File: config.mk
export PLATFORM = sky130hd
export DESIGN_NAME = keypad_backlight_control
export DESIGN_NICKNAME = d
export VERILOG_FILES = /design/src/design/backlight_pkg.sv /design/src/design/keypad_backlight_control.sv /design/src/design/pwm_fade.sv
export SDC_FILE = /design/constraint.sdc
export NUM_CORES = 1
export LEC_CHECK = 0
export ABC_AREA = 1
export BUFFER_PORTS_ARGS = -buffer_cell sky130_fd_sc_hd__buf_2
export CAP_MARGIN = 20
export CORE_UTILIZATION = 54
export CTS_CLUSTER_SIZE = 24
export DETAILED_ROUTE_END_ITERATION = 6
export PLACE_DENSITY = 0.89
export SLEW_MARGIN = 10
export SYNTH_ARGS = -nofsm -noshare
export SYNTH_HDL_FRONTEND = slang
export SYNTH_HIERARCHICAL = 1
export SYNTH_SLANG_ARGS = --single-unit
File: constraint.sdc
create_clock -name pclk -period 3 [get_ports pclk]
set_input_delay 0.6 -clock pclk [delete_from_list [all_inputs] [get_ports pclk]]
set_output_delay 0.6 -clock pclk [all_outputs]
set_load 0.03 [all_outputs]
File: src/design/backlight_pkg.sv
// constants, register map and types for the keypad backlight control block
// Behaviour
// - three exclusive sources drive the keypad light
// - ambient link bit enables ambient keypad control
// - pwm enable bit enables pwm keypad control
// - host enable bit enables host on/off control
// - turn-off threshold register, reset level ah
// - hysteresis width in same register, reset 3h
// - off at threshold, on at threshold-hysteresis-1
// - ambient plus link overrides pwm and host
// - one bit set: pwm/host; none: off
// - pwm repeats at fixed 500 hz
// - sixteen duty settings from duty code
// - duty ramps on, time from fade bits; when pwm control ends the light switches at once
// - no source after reset: both ambient bits clear, light off
// - keypad light output is one bit
// - sixteen ambient readings averaged into level register
package backlight_pkg;

  // ****************************************************
  // register indices (byte address is four times these)
  // ****************************************************
  localparam logic [7:0] IDX_ONOFF    = 8'h00;
  localparam logic [7:0] IDX_DIMCTL   = 8'h02;
  localparam logic [7:0] IDX_LDOPGM   = 8'h03;
  localparam logic [7:0] IDX_AMBLEVEL = 8'h0d;
  localparam logic [7:0] IDX_KEYPWM   = 8'h0e;
  localparam logic [7:0] IDX_KEYTHR   = 8'h0f;
  localparam logic [7:0] IDX_STATUS   = 8'h10;
  localparam int         ADDR_SHIFT   = 2;

  // ****************************************************
  // field positions and reset values
  // ****************************************************
  localparam int         BIT_AMB_EN    = 0;
  localparam int         BIT_ALC_LINK  = 1;
  localparam int         BIT_HOST_EN   = 5;
  localparam int         BIT_PWM_EN    = 0;
  localparam int         BIT_FADE_1    = 4;
  localparam int         BIT_FADE_2    = 5;
  localparam int         DUTY_LSB      = 0;
  localparam int         HYST_LSB      = 0;
  localparam int         THR_LSB       = 4;
  localparam logic [7:0] RST_ONOFF     = 8'h00;
  localparam logic [7:0] RST_DIMCTL    = 8'h26;
  localparam logic [7:0] RST_LDOPGM    = 8'h6c;
  localparam logic [7:0] RST_KEYPWM    = 8'h00;
  localparam logic [3:0] RST_THRESHOLD = 4'ha;
  localparam logic [3:0] RST_HYSTERESIS = 4'h3;

  // ****************************************************
  // timing
  // ****************************************************
  localparam int         CLK_HZ        = 200_000_000;
  localparam int         PWM_FREQ_HZ   = 500;
  localparam int         PWM_PERIOD_CYCLES = CLK_HZ / PWM_FREQ_HZ;
  localparam int         DUTY_STEPS    = 16;
  localparam logic [3:0] SAMPLES_LAST  = 4'hf;
  localparam int         AVG_SHIFT     = 4;

  typedef enum logic [1:0] {
    SRC_NONE    = 2'b00,
    SRC_AMBIENT = 2'b01,
    SRC_PWM     = 2'b10,
    SRC_HOST    = 2'b11
  } source_t;

  typedef enum logic {
    AMB_LIT  = 1'b0,
    AMB_DARK = 1'b1
  } amb_state_t;

  typedef struct packed {
    logic [3:0] duty_code;
    logic [1:0] fade_select;
  } pwm_cfg_t;

  typedef struct packed {
    logic       valid;
    logic [3:0] level;
  } amb_sample_t;

endpackage

File: src/design/keypad_backlight_control.sv
// keypad backlight source selection, ambient hysteresis and apb registers
`timescale 1ns/1ps
module keypad_backlight_control #(
  parameter int PWM_PERIOD = backlight_pkg::PWM_PERIOD_CYCLES
) (
  input  wire logic                      pclk,
  input  wire logic                      presetn,
  input  wire logic                      psel,
  input  wire logic                      penable,
  input  wire logic                      pwrite,
  input  wire logic [7:0]                paddr,
  input  wire logic [31:0]               pwdata,
  output logic [31:0]                    prdata,
  output logic                           pready,
  output logic                           pslverr,
  input  wire backlight_pkg::amb_sample_t amb_sample,
  output logic                           key_light
);
  import backlight_pkg::*;

  // ****************************************************
  // state
  // ****************************************************
  logic [7:0]  reg_onoff;
  logic [7:0]  reg_dimctl;
  logic [7:0]  reg_ldopgm;
  logic [7:0]  reg_keypwm;
  logic [3:0]  threshold;
  logic [3:0]  hysteresis;
  logic [3:0]  amb_level;
  logic [7:0]  amb_acc;
  logic [3:0]  amb_cnt;
  amb_state_t  amb_state;
  source_t     source;

  logic [7:0]  next_onoff;
  logic [7:0]  next_dimctl;
  logic [7:0]  next_ldopgm;
  logic [7:0]  next_keypwm;
  logic [3:0]  next_threshold;
  logic [3:0]  next_hysteresis;
  logic [3:0]  next_amb_level;
  logic [7:0]  next_amb_acc;
  logic [3:0]  next_amb_cnt;
  amb_state_t  next_amb_state;
  source_t     next_source;
  logic        next_key_light;
  logic [31:0] next_prdata;

  logic [7:0]  index;
  logic        hit;
  logic [31:0] rd_word;
  logic        wr_en;
  logic [8:0]  amb_sum;
  logic [5:0]  on_limit;
  logic        amb_en;
  logic        alc_link;
  logic        pwm_en;
  logic        host_en;
  logic        pwm_wave;
  pwm_cfg_t    pwm_cfg;

  // ****************************************************
  // apb decode
  // ****************************************************
  // unaligned low address bits are ignored; one word per register
  always_comb begin
    index   = {2'b00, paddr[7:ADDR_SHIFT]};
    hit     = 1'b1;
    rd_word = 32'h00000000;
    if (index == IDX_ONOFF) begin
      rd_word[7:0] = reg_onoff;
    end else if (index == IDX_DIMCTL) begin
      rd_word[7:0] = reg_dimctl;
    end else if (index == IDX_LDOPGM) begin
      rd_word[7:0] = reg_ldopgm;
    end else if (index == IDX_AMBLEVEL) begin
      rd_word[3:0] = amb_level;
    end else if (index == IDX_KEYPWM) begin
      rd_word[7:0] = reg_keypwm;
    end else if (index == IDX_KEYTHR) begin
      rd_word[7:0] = {threshold, hysteresis};
    end else if (index == IDX_STATUS) begin
      rd_word[2:0] = {key_light, source};
    end else begin
      hit = 1'b0;
    end
  end

  // no wait states: read data is latched in the setup cycle
  assign pready  = 1'b1;
  assign pslverr = psel && penable && !hit;
  assign wr_en   = psel && penable && pwrite && hit;

  // ****************************************************
  // register writes
  // ****************************************************
  always_comb begin
    next_onoff      = reg_onoff;
    next_dimctl     = reg_dimctl;
    next_ldopgm     = reg_ldopgm;
    next_keypwm     = reg_keypwm;
    next_threshold  = threshold;
    next_hysteresis = hysteresis;
    next_prdata     = prdata;
    if (psel && !penable && !pwrite) begin
      next_prdata = rd_word;
    end
    if (wr_en) begin
      if (index == IDX_ONOFF) begin
        next_onoff = pwdata[7:0];
      end else if (index == IDX_DIMCTL) begin
        next_dimctl = pwdata[7:0];
      end else if (index == IDX_LDOPGM) begin
        next_ldopgm = pwdata[7:0];
      end else if (index == IDX_KEYPWM) begin
        next_keypwm = pwdata[7:0];
      end else if (index == IDX_KEYTHR) begin
        next_threshold  = pwdata[THR_LSB +: 4];
        next_hysteresis = pwdata[HYST_LSB +: 4];
      end
    end
  end

  always_ff @(posedge pclk or negedge presetn) begin
    if (!presetn) begin
      reg_onoff  <= RST_ONOFF;
      reg_dimctl <= RST_DIMCTL;
      reg_ldopgm <= RST_LDOPGM;
      reg_keypwm <= RST_KEYPWM;
      threshold  <= RST_THRESHOLD;
      hysteresis <= RST_HYSTERESIS;
      prdata     <= 32'h00000000;
    end else begin
      reg_onoff  <= next_onoff;
      reg_dimctl <= next_dimctl;
      reg_ldopgm <= next_ldopgm;
      reg_keypwm <= next_keypwm;
      threshold  <= next_threshold;
      hysteresis <= next_hysteresis;
      prdata     <= next_prdata;
    end
  end

  // ****************************************************
  // ambient averaging and hysteresis
  // ****************************************************
  always_comb begin
    amb_sum        = {1'b0, amb_acc} + {5'h00, amb_sample.level};
    next_amb_acc   = amb_acc;
    next_amb_cnt   = amb_cnt;
    next_amb_level = amb_level;
    if (amb_sample.valid) begin
      if (amb_cnt == SAMPLES_LAST) begin
        next_amb_level = amb_sum[AVG_SHIFT +: 4];
        next_amb_acc   = 8'h00;
        next_amb_cnt   = 4'h0;
      end else begin
        next_amb_acc = amb_sum[7:0];
        next_amb_cnt = amb_cnt + 4'h1;
      end
    end
    // negative limit means the light never comes back on
    on_limit       = {2'b00, threshold} - {2'b00, hysteresis} - 6'h01;
    next_amb_state = amb_state;
    case (amb_state)
      AMB_LIT: begin
        if (amb_level >= threshold) begin
          next_amb_state = AMB_DARK;
        end
      end
      AMB_DARK: begin
        if (!on_limit[5] && ({2'b00, amb_level} <= on_limit)) begin
          next_amb_state = AMB_LIT;
        end
      end
      default: next_amb_state = AMB_LIT;
    endcase
  end

  always_ff @(posedge pclk or negedge presetn) begin
    if (!presetn) begin
      amb_acc   <= 8'h00;
      amb_cnt   <= 4'h0;
      amb_level <= 4'h0;
      amb_state <= AMB_LIT;
    end else begin
      amb_acc   <= next_amb_acc;
      amb_cnt   <= next_amb_cnt;
      amb_level <= next_amb_level;
      amb_state <= next_amb_state;
    end
  end

  // ****************************************************
  // source selection and output
  // ****************************************************
  assign amb_en   = reg_onoff[BIT_AMB_EN];
  assign alc_link = reg_onoff[BIT_ALC_LINK];
  assign pwm_en   = reg_ldopgm[BIT_PWM_EN];
  assign host_en  = reg_dimctl[BIT_HOST_EN];
  assign pwm_cfg  = '{duty_code: reg_keypwm[DUTY_LSB +: 4],
                      fade_select: {reg_keypwm[BIT_FADE_2], reg_keypwm[BIT_FADE_1]}};

  // pwm wins over host when both are set, keeping one owner at a time
  always_comb begin
    if (amb_en && alc_link) begin
      next_source = SRC_AMBIENT;
    end else if (amb_en == alc_link) begin
      next_source = SRC_NONE;
    end else if (pwm_en) begin
      next_source = SRC_PWM;
    end else if (host_en) begin
      next_source = SRC_HOST;
    end else begin
      next_source = SRC_NONE;
    end
    case (source)
      SRC_AMBIENT: next_key_light = (amb_state == AMB_LIT);
      SRC_PWM:     next_key_light = pwm_wave;
      SRC_HOST:    next_key_light = 1'b1;
      default:     next_key_light = 1'b0;
    endcase
  end

  always_ff @(posedge pclk or negedge presetn) begin
    if (!presetn) begin
      source    <= SRC_NONE;
      key_light <= 1'b0;
    end else begin
      source    <= next_source;
      key_light <= next_key_light;
    end
  end

  pwm_fade #(
    .PERIOD_CYCLES (PWM_PERIOD)
  ) u_pwm (
    .pclk    (pclk),
    .presetn (presetn),
    .run     (source == SRC_PWM),
    .cfg     (pwm_cfg),
    .pwm_out (pwm_wave)
  );
endmodule // keypad_backlight_control

File: src/design/pwm_fade.sv
// 500 hz keypad pwm with sixteen duty levels and fade ramp
`timescale 1ns/1ps
module pwm_fade #(
  parameter int PERIOD_CYCLES = backlight_pkg::PWM_PERIOD_CYCLES
) (
  input  wire logic                 pclk,
  input  wire logic                 presetn,
  input  wire logic                 run,
  input  wire backlight_pkg::pwm_cfg_t cfg,
  output logic                      pwm_out
);
  import backlight_pkg::*;

  localparam logic [18:0] LAST_CNT = 19'(PERIOD_CYCLES - 1);
  localparam logic [18:0] SLOT     = 19'(PERIOD_CYCLES / DUTY_STEPS);
  localparam logic [4:0]  LEVEL_ZERO = 5'h00;
  localparam logic [4:0]  LEVEL_FULL = 5'h10;

  logic [18:0] cnt;
  logic [18:0] next_cnt;
  logic [4:0]  level;
  logic [4:0]  next_level;
  logic [1:0]  hold;
  logic [1:0]  next_hold;
  logic        next_pwm_out;
  logic [4:0]  target;
  logic [1:0]  hold_last;
  logic        period_end;

  // ****************************************************
  // period counter, fade ramp and output compare
  // ****************************************************
  always_comb begin
    period_end = (cnt == LAST_CNT);
    next_cnt   = period_end ? 19'h00000 : cnt + 19'h00001;
    target     = run ? ({1'b0, cfg.duty_code} + 5'h01) : LEVEL_ZERO;
    // periods per duty step: 1, 2 or 4; code zero means no ramp
    case (cfg.fade_select)
      2'b01:   hold_last = 2'h0;
      2'b10:   hold_last = 2'h1;
      default: hold_last = 2'h3;
    endcase
    next_level = level;
    next_hold  = hold;
    if (cfg.fade_select == 2'b00) begin
      next_level = target;
      next_hold  = 2'h0;
    end else if (period_end && (level != target)) begin
      if (hold >= hold_last) begin
        next_hold  = 2'h0;
        next_level = (level < target) ? level + 5'h01 : level - 5'h01;
      end else begin
        next_hold = hold + 2'h1;
      end
    end
    // longer code gives more slots high per period
    next_pwm_out = (cnt < 19'(level) * SLOT);
  end

  always_ff @(posedge pclk or negedge presetn) begin
    if (!presetn) begin
      cnt     <= 19'h00000;
      level   <= LEVEL_ZERO;
      hold    <= 2'h0;
      pwm_out <= 1'b0;
    end else begin
      cnt     <= next_cnt;
      level   <= next_level;
      hold    <= next_hold;
      pwm_out <= next_pwm_out;
    end
  end
endmodule // pwm_fade
==> impl_metrics.tcl <==
set metrics [dict create \
    ys.warnings.count 6 \
    avgSynthCellArea_um2 7.66 \
    p_switching_w 0.00116 \
    routed_wl_mm 17.4 \
    p_leak_nw 4.38 \
    ys_ff_latch 95 \
    p_seq_frac 0.427 \
    switching_share 0.322 \
    cellPowerDensity_nw_per_um2 428 \
    ys_types 49 \
    finalPower_w 0.00359 \
    ioPinCount 85 \
    stdcell_area_um2 8400 \
    root_buffer "clkbuf_16" \
    gp_congestion 0.934 \
    worst_slack_ns -0.194 \
    yosysTopAreaCellShare 0.291 \
    dr.pass1.iters 6 \
    syn_area_um2 7220 \
    clock_power_share 0.362 \
    vias 6523 \
    cts_buffer_depth 2 \
    relSlewSlack 0.580 \
    finalClockSkew_ns 0.0109 \
    core_um2 12800 \
    synth_top_cell_by_area "dfrtp_1" \
    rsz0062_at_grt "true" \
    power.internal_w 0.00244 \
    slew_violations 0 \
    layout.nets 1137 \
    regArea_um2 2390 \
    diodes 0 \
    post-route-drc-count 0 \
    violations "setup timing" \
    clock_latency_ns 0.35 \
    first_global_vias 6216 \
    worst_setup_path_end_kind "flip-flop" \
    peakVddDrop_uv 330 \
    worst_slew_pin_slew_ns 0.628 \
    antenna_found_initial 0 \
    fin_hold_ws_ns 0.222 \
    criticalPathCategory "reg -> reg" \
    start_util 0.563 \
    r2r_cells 16 \
    grt_pass1_wl_mm 28.7 \
    period_share 1.06 \
    syn_to_final_growth_pct 16.2 \
    via_per_inst 5.52 \
    drive_above_1_share 0.190 \
    synth_area_leaders "dfrtp_1 29%, ha_1 14%, nand2_1 14%, inv_1 5.8%, nand4_1 5.0%" \
    fmax_mhz 313 \
    rrSetupSlack_ns -0.19 \
    wl_per_cell_um 14.7 \
    port_buffers 33 \
    maxCapViolations 0 \
    final_hold_viol_count 0 \
    drtAntennaViolNets 0 \
    grt_max_degree 57 \
    cp.required_ns 3.23 \
    hold_class "in -> async" \
    fillers 1020 \
    regToRegStartpoint "u_pwm/level[2]" \
    htree_levels 3 \
    post-route-min-period_ns 3.19 \
    placed_area_um2 7680 \
    clock-sinks 95 \
    crit_fanout 5 \
    dp_hpwl_mm 12.2 \
    setup-violations-final 1 \
    multiInputGateArea_um2 4560 \
    row_count 41 \
    pwr-share-comb 0.211 \
    die_area_um2 13800 \
    pre_cts_ws_ns -0.244 \
    die_h_um 118 \
    mostFrequentLayoutCells "250 x nand2_1, 110 x inv_1, 81 x dfrtp_1, 65 x nor2_1, 61 x ha_1" \
    die_w_um 118 \
    r2r_end "u_pwm/pwm_out" \
    critPathArrivalTime_ns 3.43 \
    layout_commonest_cell "nand2_1" \
    gr-total-overflow 0 \
    cts_buffers 9 \
    cts_tree "yes" \
    grtUsageTotal 0.255 \
    cp-start-kind "flip-flop" \
    status "finished, violations left" \
    ys_seq_area_frac 0.331 \
    post_synth_inst_count 943 \
    clkTransAtPathRegs_ns 0.08 \
    drt_iter0_drc 428 \
]
per-stage QoR:
stage	setup TNS, ns	std cells	utilization
CTS	-0.0910	1180	0.641
global placement	-0.142	1159	0.599
detailed placement	-0.244	1159	0.599
global route	-0.331	1182	0.655
finish	-0.194	1182	0.655
floorplan	0	966	-
kinds of logic after synthesis:
| family | after synthesis | share of synthesized area |
|---|---|---|
| compound gates | 96 | 0.0767 |
| xor+xnor | 25 | 0.0303 |
| fa+ha+maj | 82 | 0.146 |
| buf+inv | 156 | 0.0994 |
| flops | 95 | 0.331 |
| other cells | 2 | 0.00104 |
| simple gates | 487 | 0.315 |
layer usage:
layer / vias up / GRT usage / wire length, um
li1: 3194 / - / -
met1: 3084 / 0.320 / 7360
met2: 202 / 0.440 / 8880
met3: 43 / 0.0407 / 776
met4: 0 / 0.0897 / 409
met5: - / 0 / 0
worst max-delay path: stages, from the launching register on:
cell     delay (ns)
dfrtp_2        0.48
ha_1           0.35
xor2_1         0.16
ha_1           0.34
ha_4           0.29
a21oi_4        0.22
o21ai_4        0.09
a21oi_2        0.16
buf_4          0.13
buf_4          0.09
xor2_1         0.14
ha_1           0.20
a21oi_2        0.07
o21ai_1        0.12
nand4_1        0.10
nand3_1        0.10
a21oi_1        0.05
repair_timing:
item                                    in CTS  in global routing
endpoints found under the hold margin        0                  0
hold buffers                                 0                  0
setup buffers                                5                  2
endpoints found under the setup margin       1                  3
pin swaps                                   18                 21
resized for setup                           30                 33
flip-flops by register name, indices dropped and copies added (netlist names):
register and cells:
key_light 1, u_pwm/hold 2, hysteresis 4, source 2, prdata 8, u_pwm/pwm_out 1
amb_state 1, reg_keypwm 8, amb_cnt 4, reg_ldopgm 8, amb_level 4, u_pwm/cnt 19
threshold 4, reg_dimctl 8, reg_onoff 8, amb_acc 8, u_pwm/level 5
Yosys cell counts (all sizes together):
| cell type | n |
|---|---|
| or2 | 3 |
| a31oi | 1 |
| a31o | 2 |
| o211ai | 4 |
| a211oi | 2 |
| nor3 | 6 |
| buf | 35 |
| inv | 116 |
| dfstp | 11 |
| o31a | 1 |
| nand2 | 267 |
| clkbuf | 5 |
| nand4 | 60 |
| a211o | 1 |
| nand3 | 61 |
| ha | 78 |
| nand3b | 4 |
| o211a | 1 |
| a22o | 1 |
| a21oi | 50 |
| conb | 2 |
| dfrtp | 84 |
| nor4 | 3 |
| xor2 | 16 |
| a21o | 1 |
| o21ai | 28 |
| o22ai | 2 |
| xnor2 | 9 |
| o21a | 1 |
| fa | 4 |
| o21bai | 1 |
| nor2 | 83 |
worst max path at each step:
| stage | from | to | slack, ns | cells past startpoint |
|---|---|---|---|---|
| after floorplan | u_pwm/level[2] | u_pwm/pwm_out | 0.005 | 18 |
| after global placement | u_pwm/level[2] | u_pwm/pwm_out | -0.14 | 18 |
| after detailed placement | u_pwm/level[2] | u_pwm/pwm_out | -0.24 | 18 |
| after CTS | u_pwm/level[4] | u_pwm/pwm_out | -0.09 | 19 |
| after global routing | u_pwm/level[2] | u_pwm/pwm_out | -0.32 | 16 |
| final | u_pwm/level[2] | u_pwm/pwm_out | -0.19 | 16 |
power by group through the flow:
| stage | combinational (W) | clock, W | sequential, W |
|---|---|---|---|
| after global placement | 0.000685 | 0 | 0.00154 |
| final | 0.000758 | 0.00130 | 0.00153 |
| after detailed placement | 0.000724 | 0 | 0.00155 |
| after floorplan | 0.000540 | 0 | 0.00153 |
| after CTS | 0.000740 | 0.00131 | 0.00153 |
| after global routing | 0.000870 | 0.00138 | 0.00155 |
layout make-up:
class / count / area share
clock inverter: 7 / 0.0136
multi-input combinational: 715 / 0.544
inverter: 116 / 0.0519
clock buffer: 9 / 0.0268
timing repair buffer: 68 / 0.0532
tap: 172 / 0.0256
sequential: 95 / 0.285
(Power assumes the default switching activity.)
